## src/hdl/cnpe_map.svh

```systemverilog
`ifndef CNPE_MAP_SVH
`define CNPE_MAP_SVH
// fixed point: log values q8.8 signed, energies q16.16 unsigned
`define CNPE_SEED_INIT 16'h5555
`define CNPE_SEED_MUL 16'h7c4d
`define CNPE_SEED_ADD 16'h3619
`define CNPE_ES_SCALE 32'h0000_0185
`define CNPE_LOWNOISE 32'h0010_0000
`define CNPE_NB_ADD 16'sh0080
`define CNPE_OFF_MIN_NB 16'shfd00
`define CNPE_OFF_MIN_WB 16'shfdcc
`define CNPE_OFF_SLOPE 16'sh001c
`define CNPE_OFF_BIAS 16'sh03db
`define CNPE_LOG_BIAS 16'sh0200
`define CNPE_Q_MUL 16'sh02a0
`define CNPE_Q_STEP 16'sh0062
`define CNPE_MODE_IOP 2'h3
`define CNPE_IDX_ONES5 5'h1f
`define CNPE_IDX_MAX6 6'h3f
`define CNPE_FRAME_LEN 9'h100
`define CNPE_FRAME_MS 20
`endif

```

## src/hdl/cnpe_pkg.sv

```systemverilog
package cnpe_pkg;
  typedef enum logic [1:0] {
    CNPE_EIGHTH = 2'b00,
    CNPE_QUARTER = 2'b01
  } cnpe_type_e;
  typedef enum logic [2:0] {
    CNPE_IDLE = 3'b000,
    CNPE_LOG = 3'b001,
    CNPE_QUANT = 3'b010,
    CNPE_SYNTH = 3'b011,
    CNPE_NORM = 3'b100,
    CNPE_OUT = 3'b101
  } cnpe_state_e;
endpackage

```

## src/hdl/cnpe_encoder.sv

```systemverilog
`include "cnpe_map.svh"
module cnpe_encoder #(
  parameter int FRAME_LEN = 256,
  parameter int FIFO_DEPTH = 8
) (
  // clock and reset
  input wire logic clk,
  input wire logic srst,
  // frame inputs
  input wire logic frame_start,
  input wire logic [31:0] resid_energy,
  input wire logic [31:0] noise_energy,
  input wire logic [1:0] mode,
  input wire logic narrowband,
  input wire logic first_inactive,
  input wire logic empty_frame,
  input wire logic prev_inactive_full,
  input wire logic [31:0] acb_mean_energy,
  input wire logic [15:0] spec_idx,
  // payload
  output cnpe_pkg::cnpe_type_e enc_type,
  output logic [34:0] payload,
  output logic [5:0] energy_idx,
  output logic payload_valid,
  // synthesis state
  output logic [31:0] smooth_energy,
  output logic memory_reset,
  // excitation stream
  output logic exc_valid,
  input wire logic exc_ready,
  output logic [15:0] exc_data
);
  import cnpe_pkg::*;
  typedef struct packed {
    cnpe_state_e st;
    logic [1:0] mode;
    logic nb;
    logic first;
    logic empty;
    logic prevfull;
    logic [31:0] res;
    logic [31:0] noise;
    logic [31:0] acb;
    logic [15:0] spec;
    logic [31:0] es;
    logic signed [15:0] lg;
    logic signed [15:0] off;
    logic [5:0] idx;
    logic [31:0] esq;
    logic [31:0] sm;
    logic sm_init;
    logic [15:0] seed;
    logic [8:0] n;
    logic [47:0] sum;
    logic [15:0] gain;
    cnpe_type_e typ;
    logic [34:0] pay;
    logic pv;
    logic mrst;
  } cnpe_s;
  cnpe_s q, d;
  logic fifo_in_ready, fifo_out_valid;
  logic [15:0] fifo_out_data;
  logic exc_valid_q;
  logic [15:0] exc_data_q;
  logic push;
  logic [63:0] prod;
  logic [31:0] ebase;
  logic [5:0] log_int;
  logic signed [15:0] lo_lim, off_new, logv;
  logic signed [31:0] qv;
  logic [4:0] s3;
  logic [15:0] rnd;
  integer i;

  assign lo_lim = q.nb ? `CNPE_OFF_MIN_NB : `CNPE_OFF_MIN_WB;
  assign push = (q.st == CNPE_NORM) && fifo_in_ready;

  always_comb begin
    d = q;
    d.pv = 1'b0;
    d.mrst = 1'b0;
    prod = '0;
    ebase = '0;
    log_int = '0;
    off_new = '0;
    logv = '0;
    qv = '0;
    s3 = '0;
    rnd = '0;
    case (q.st)
      CNPE_IDLE: begin
        if (frame_start) begin
          d.mode = mode;
          d.nb = narrowband;
          d.first = first_inactive;
          d.empty = empty_frame;
          d.prevfull = prev_inactive_full;
          d.res = resid_energy;
          d.noise = noise_energy;
          d.acb = acb_mean_energy;
          d.spec = spec_idx;
          d.st = CNPE_LOG;
        end
      end
      CNPE_LOG: begin
        prod = 64'(q.res) * 64'(`CNPE_ES_SCALE);
        ebase = prod[47:16];
        if (q.first && q.noise < `CNPE_LOWNOISE) begin
          ebase = 32'(({32'h0, ebase} * 64'h1999) >> 16);
        end
        d.es = ebase;
        // coarse log2: integer part plus linear mantissa, q8.8
        for (i = 0; i < 32; i++) begin
          if (ebase[i]) log_int = 6'(i);
        end
        logv = 16'(({10'h0, log_int} - 16'd16) <<< 8);
        logv = logv + 16'((ebase << (6'd31 - log_int)) >> 23) - 16'sh0100;
        if (q.nb) logv = logv + `CNPE_NB_ADD;
        if (q.first) begin
          off_new = 16'((32'(`CNPE_OFF_SLOPE) * 32'(q.noise[23:8])) >>> 8)
            - `CNPE_OFF_BIAS;
        end else begin
          off_new = 16'((32'(q.off) * 32'sd230 + 32'(lo_lim) * 32'sd26) >>> 8);
        end
        if (off_new < lo_lim) off_new = lo_lim;
        if (off_new > 16'sh0000) off_new = 16'sh0000;
        d.off = off_new;
        d.lg = logv + off_new;
        d.st = CNPE_QUANT;
      end
      CNPE_QUANT: begin
        qv = (32'(q.lg) + 32'(`CNPE_LOG_BIAS)) * 32'(`CNPE_Q_MUL);
        if (qv < 0) d.idx = '0;
        else if (qv[31:16] > 16'(`CNPE_IDX_MAX6)) d.idx = `CNPE_IDX_MAX6;
        else d.idx = qv[21:16];
        qv = 32'(d.idx) * 32'(`CNPE_Q_STEP) - 32'(`CNPE_LOG_BIAS);
        d.esq = 32'h0001_0000;
        if (qv >= 0) d.esq = 32'h0001_0000 << qv[12:8];
        else d.esq = 32'h0001_0000 >> 5'(-qv[12:8]);
        if (!q.sm_init) d.sm = d.esq;
        else if (q.mode == `CNPE_MODE_IOP && q.empty) begin
          if (q.prevfull) d.sm = 32'((64'(q.acb) * 64'd51 + 64'(q.sm) * 64'd205) >> 8);
          else d.sm = q.sm;
        end else if (q.first) d.sm = 32'((64'(q.sm) + 64'(d.esq)) >> 1);
        else d.sm = 32'((64'(q.sm) * 64'd179 + 64'(d.esq) * 64'd77) >> 8);
        d.sm_init = 1'b1;
        d.n = '0;
        d.sum = '0;
        d.st = CNPE_SYNTH;
      end
      CNPE_SYNTH: begin
        // pass one: energy of the frame's random integers
        rnd = 16'(q.seed * `CNPE_SEED_MUL + `CNPE_SEED_ADD);
        d.seed = rnd;
        d.sum = q.sum + 48'($signed(rnd) * $signed(rnd));
        d.n = q.n + 9'h1;
        if (q.n == 9'(FRAME_LEN - 1)) begin
          // the replay register walks the same sequence, so the seed runs on unbroken
          d.st = CNPE_NORM;
          d.n = '0;
          // gain = integer part of sm plus one; sum is not used, accepts coarse precision
          d.gain = 16'(q.sm[31:16] + 16'h1);
        end
      end
      CNPE_NORM: begin
        if (push) begin
          d.n = q.n + 9'h1;
          if (q.n == 9'(FRAME_LEN - 1)) d.st = CNPE_OUT;
        end
      end
      default: begin
        if (q.mode == `CNPE_MODE_IOP) begin
          d.typ = CNPE_QUARTER;
          d.pay = {q.spec, 12'h0, q.idx, 1'b0};
          d.mrst = 1'b1;
        end else begin
          d.typ = CNPE_EIGHTH;
          s3 = 5'(q.spec[3:0]);
          if (q.spec[13:9] == `CNPE_IDX_ONES5 && q.spec[8:4] == `CNPE_IDX_ONES5
              && s3 == 5'hf) s3 = 5'he;
          if (q.spec[13:9] == 5'h0 && q.spec[8:4] == 5'h0 && s3 < 5'h2) s3 = 5'h2;
          d.pay = {15'h0, q.spec[13:4], s3[3:0], q.idx};
        end
        d.pv = 1'b1;
        d.st = CNPE_IDLE;
      end
    endcase
  end

  always_ff @(posedge clk) begin
    if (srst) begin
      q <= '0;
      q.seed <= `CNPE_SEED_INIT;
    end else begin
      q <= d;
    end
  end

  // scaled excitation: random word times gain, replayed from held seed
  logic [15:0] rep_seed_q;
  always_ff @(posedge clk) begin
    if (srst) rep_seed_q <= `CNPE_SEED_INIT;
    else if (push) rep_seed_q <= 16'(rep_seed_q * `CNPE_SEED_MUL + `CNPE_SEED_ADD);
  end

  cnpe_fifo #(.WIDTH(16), .DEPTH(FIFO_DEPTH)) u_fifo (
    .clk(clk),
    .srst(srst),
    .in_valid(q.st == CNPE_NORM),
    .in_ready(fifo_in_ready),
    .in_data(16'((32'($signed(16'(rep_seed_q * `CNPE_SEED_MUL + `CNPE_SEED_ADD)))
      * 32'(q.gain)) >>> 8)),
    .out_valid(fifo_out_valid),
    .out_ready(!exc_valid_q || exc_ready),
    .out_data(fifo_out_data)
  );
  always_ff @(posedge clk) begin
    if (srst) begin
      exc_valid_q <= 1'b0;
      exc_data_q <= '0;
    end else if (!exc_valid_q || exc_ready) begin
      exc_valid_q <= fifo_out_valid;
      exc_data_q <= fifo_out_data;
    end
  end

  assign enc_type = q.typ;
  assign payload = q.pay;
  assign energy_idx = q.idx;
  assign payload_valid = q.pv;
  assign smooth_energy = q.sm;
  assign memory_reset = q.mrst;
  assign exc_valid = exc_valid_q;
  assign exc_data = exc_data_q;
endmodule // cnpe_encoder

```

## src/hdl/cnpe_fifo.sv

```systemverilog
module cnpe_fifo #(
  parameter int WIDTH = 16,
  parameter int DEPTH = 8
) (
  // clock and reset
  input wire logic clk,
  input wire logic srst,
  // fill side
  input wire logic in_valid,
  output logic in_ready,
  input wire logic [WIDTH-1:0] in_data,
  // drain side
  output logic out_valid,
  input wire logic out_ready,
  output logic [WIDTH-1:0] out_data
);
  localparam int AW = $clog2(DEPTH);
  typedef struct packed {
    logic [AW-1:0] wp;
    logic [AW-1:0] rp;
    logic [AW:0] cnt;
  } cnpe_fifo_s;
  cnpe_fifo_s q, d;
  logic [WIDTH-1:0] mem [DEPTH];
  logic push, pop;
  assign in_ready = q.cnt != (AW+1)'(DEPTH);
  assign out_valid = q.cnt != '0;
  assign out_data = mem[q.rp];
  assign push = in_valid && in_ready;
  assign pop = out_valid && out_ready;
  always_comb begin
    d = q;
    if (push) d.wp = (q.wp == AW'(DEPTH-1)) ? '0 : q.wp + 1'b1;
    if (pop) d.rp = (q.rp == AW'(DEPTH-1)) ? '0 : q.rp + 1'b1;
    d.cnt = q.cnt + (AW+1)'(push) - (AW+1)'(pop);
  end
  always_ff @(posedge clk) begin
    if (srst) q <= '0;
    else q <= d;
    if (push) mem[q.wp] <= in_data;
  end
endmodule // cnpe_fifo

```

## config.mk

```make
export PLATFORM = sky130hd
export DESIGN_NAME = cnpe_encoder
export DESIGN_NICKNAME = d
export VERILOG_FILES = /design/src/hdl/cnpe_pkg.sv /design/src/hdl/cnpe_encoder.sv /design/src/hdl/cnpe_fifo.sv
export VERILOG_INCLUDE_DIRS = /design/src /design/src/hdl
export SDC_FILE = /design/constraint.sdc
export NUM_CORES = 2
export LEC_CHECK = 0
export BUFFER_PORTS_ARGS = -buffer_cell sky130_fd_sc_hd__buf_2
export CAP_MARGIN = 25
export CORE_MARGIN = 2
export CORE_UTILIZATION = 65
export CTS_CLUSTER_SIZE = 16
export DETAILED_ROUTE_END_ITERATION = 7
export GPL_TIMING_DRIVEN = 0
export PLACE_DENSITY = 0.81
export SYNTH_ARGS = -nofsm -noshare
export SYNTH_HDL_FRONTEND = slang
export SYNTH_SLANG_ARGS = --single-unit
```

## constraint.sdc

```tcl
create_clock -name clk -period 24.3 [get_ports clk]
set_clock_uncertainty 0.1 [all_clocks]
set_input_delay 1.215 -clock clk [delete_from_list [all_inputs] [get_ports clk]]
set_output_delay 1.215 -clock clk [all_outputs]
set_load 0.02 [all_outputs]
```

==> results by group <==
Setup path
  – CP startpoint kind: flop
  – Crit-path most repeated cell: ha_1
  – Worst R2R Setup Slack: ~8000 ps
  – Slowest Stage Delay on Critical Path: between 800 and 900 ps
  – FF-to-FF End: smooth_energy[31]$_SDFFE_PP0P_
  – Critical path class: reg2reg
  – Worst r2r src: q[220]$_SDFFE_PP0P_
  – Crit. End Element: flop
  – Worst EP arrival: 16,950 ps
  – Worst Reg-to-Reg Cells: 61
  – Data required, critical path: 24,780 ps
  – Critical Path Fanout Max: 7
  – CP max-delay cell: a311oi_1

Routing
  – Vias: approximately 50,000
  – Routed WL: roughly 170,000 µm
  – Initial DRT Pass Iterations: 8
  – Wire per inst: 20.9 µm
  – Met3 WL: 14,700 µm
  – DR WL met2: between 80,000 and 90,000 µm
  – WL met1: approximately 68,000 µm
  – Residual DRC count: 0
  – Top Layer Used: met4
  – DR iter-0 viols: ~4,100
  – DRT antenna net count: 0
  – Vias per cell: 5.88

STA
  – Final Cycle Share: roughly 68%
  – Fmax: just over 0.06 GHz
  – Final hold vios: 0
  – Fin crit period: 16,470 ps
  – Final setup TNS: 0 ps
  – RSZ-0062 raised after global routing: no
  – Final Setup Violations: 0
  – Max Slew Vio Count: 0
  – Worst rel slew slack: 26.6%
  – Worst Tran Pin Value: between 1000 and 1500 ps

Synth
  – Post-synth top area share: 26.2%
  – Yosys top cell by area: fa_1
  – Syn avg cell area: 9.25 µm²
  – Unique masters post-synth: 101
  – Top FF cell, synth: dfxtp_1
  – Seq/Total Area, Yosys: between 10% and 20%
  – Yosys warns: 0
  – FF+latch count, synth: 418
  – Ys async rst share: 0%
  – Post-synthesis instance total: about 6,700
  – EDFF count, synth: between 100 and 150
  – Synthesized area: roughly 0.062 mm²
  – Top cells by area, synth: fa_1 26%, ha_1 20%, dfxtp_1 9.4%

Layout
  – Nets: about 8,900
  – Final instance area: around 0.067 mm²
  – Most frequent cells in the layout: 1,277 x inv_1, 978 x ha_1, 811 x fa_1
  – Layout cell share with drive strength beyond 1: between 7 and 8%
  – Layout area overhead: 7.47%
  – Most common cell after layout, fill and taps aside: inv_1
  – FILL cells: 7,248

Min path
  – Hold Path End: q[340]$_SDFFE_PP0P_
  – Worst hold path cell count: 2
  – Hold path start: q[340]$_SDFFE_PP0P_
  – HP Class: reg2reg

Flow run
  – Max-cap violations: 0

Place
  – Placer Congestion: 0.995
  – Post-DP HPWL: between 100,000 and 150,000 µm
  – Port bufs: 205
  – Placed cell areas: about 0.065 mm²

CTS
  – Htree depth: 2
  – Num CTS Buffers: 47
  – Cts repair resizes: 0
  – Clk_lat worst skew: between 600 and 700 ps
  – TritonCTS clock tree: done
  – Root buf cell: clkbuf_16
  – Clock Pin Slew Worst Setup and Hold Paths: roughly 80 ps
  – CTS Hold Bufs: 0
  – Sink Count: around 420
  – Post-CTS setup buffer count: 0
  – Longest Clk Path Bufs: 3

GRT
  – First-pass GRT wire length: 276,000 µm
  – Gr usage total: between 30% and 40%
  – Initial antenna violation count: 5
  – Pin count of the biggest net entering global routing: 16
  – GR Overflow Total: 0
  – Number of global-route vias before repair: between 50,000 and 60,000

Outcome
  – Status: completed

Die
  – Die ar.: between 0.09 and 0.1 mm²
  – I/O pin cnt: 216
  – # rows: 113
  – Core area: about 0.095 mm²
  – Die width: approximately 310 µm
  – Die H: 313 µm
  – Initial Util: 65.5%
[worst max path at each step]
stage                                   start                             end  slack (ps)  cells after the start
final                     q[220]$_SDFFE_PP0P_  smooth_energy[31]$_SDFFE_PP0P_        7830                     61
after detailed placement  q[220]$_SDFFE_PP0P_  smooth_energy[31]$_SDFFE_PP0P_        8140                     60
after floorplan           q[218]$_SDFFE_PP0P_  smooth_energy[31]$_SDFFE_PP0P_       10270                     61
after CTS                 q[220]$_SDFFE_PP0P_  smooth_energy[31]$_SDFFE_PP0P_        8070                     60
after global routing      q[220]$_SDFFE_PP0P_  smooth_energy[31]$_SDFFE_PP0P_        7010                     61
after global placement    q[220]$_SDFFE_PP0P_  smooth_energy[31]$_SDFFE_PP0P_        8220                     61
[synth_stat cells, drive strengths merged (12+ instances only)]
library cell and count:
buf 106, a211o 13, edfxtp 128, xor2 105
o21ai 146, o211ai 43, inv 1281, or2 13
nor3 84, nand4 32, mux4 32, a31oi 41
and3 42, a21oi 395, xnor2 185, and2 114
or3 27, mux2 13, nand3 86, o21bai 39
and4 12, a211oi 86, o21a 28, nor2b 38
fa 811, nand2b 38, dfxtp 290, a311oi 14
nor4 18, a21o 112, a21boi 19, nor2 305
clkbuf 157, nand2 619, a22o 20, ha 978
nand3b 12, mux2i 46
[logic make-up (layout without fill, tap and decap cells)]
group                      Yosys count  count (layout)  share of synthesized area [%]
AOI/OAI and AO/OA                 1092            1092                           11.4
buffers and inverters             1547            1862                           9.86
xor gates and xnor gates           290             290                           4.10
muxes                               91              91                           2.14
adders and majority gates         1789            1789                           45.9
DFF                                418             418                           15.6
other                                2              37                         0.0121
and+or+nand+nor                   1472            1472                           11.0
[metal layers]
| layer | global-route usage (%) | vias up |
|---|---|---|
| li1 | - | 22564 |
| met1 | 45.5 | 23680 |
| met2 | 59.5 | 2094 |
| met3 | 6.66 | 519 |
| met4 | 18.8 | 0 |
| met5 | 0 | - |
[flip-flops by register name, summed over array words and instances (netlist names)]
| register | count |
|---|---|
| energy_idx | 6 |
| u_fifo.q | 10 |
| smooth_energy | 32 |
| u_fifo.mem | 128 |
| enc_type | 1 |
| memory_reset | 1 |
| exc_data | 16 |
| payload | 35 |
| exc_valid | 1 |
| rep_seed_q | 16 |
| payload_valid | 1 |
| q | 171 |
[final cells by class]
type	count	area, µm²	area share, %
multi-input cells	4766	46400	69.7
flip-flops and latches	418	9650	14.5
inverters	1284	4820	7.24
well taps	1265	1580	2.38
clock buffers	60	1320	1.98
plain buffers	263	1290	1.94
repair buffers	228	1250	1.88
clock inverters	27	295	0.443
diodes	5	12.5	0.0188
[through the flow]
step,hold slack [ps],std cells,setup WS (ps),util [%]
detailed placement,346,8222,8140,68.6
finish,354,8316,7830,70.3
floorplan,328,6731,10270,-
global placement,339,8201,8220,68.3
global route,370,8315,7010,70.3
CTS,355,8309,8070,70.3
[worst max-delay path: cells and delay by family, from the launching register on]
| family | cells | cell delay (ps) |
|---|---|---|
| xor gates and xnor gates | 2 | 720 |
| and+or+nand+nor | 7 | 2150 |
| adders and majority gates | 17 | 5990 |
| AOI/OAI and AO/OA | 27 | 6450 |
| DFF | 1 | 420 |
| buffers and inverters | 8 | 580 |
Power is not shown: default switching activity piles up to over one toggle a cycle in this logic, so the estimate is an artifact.
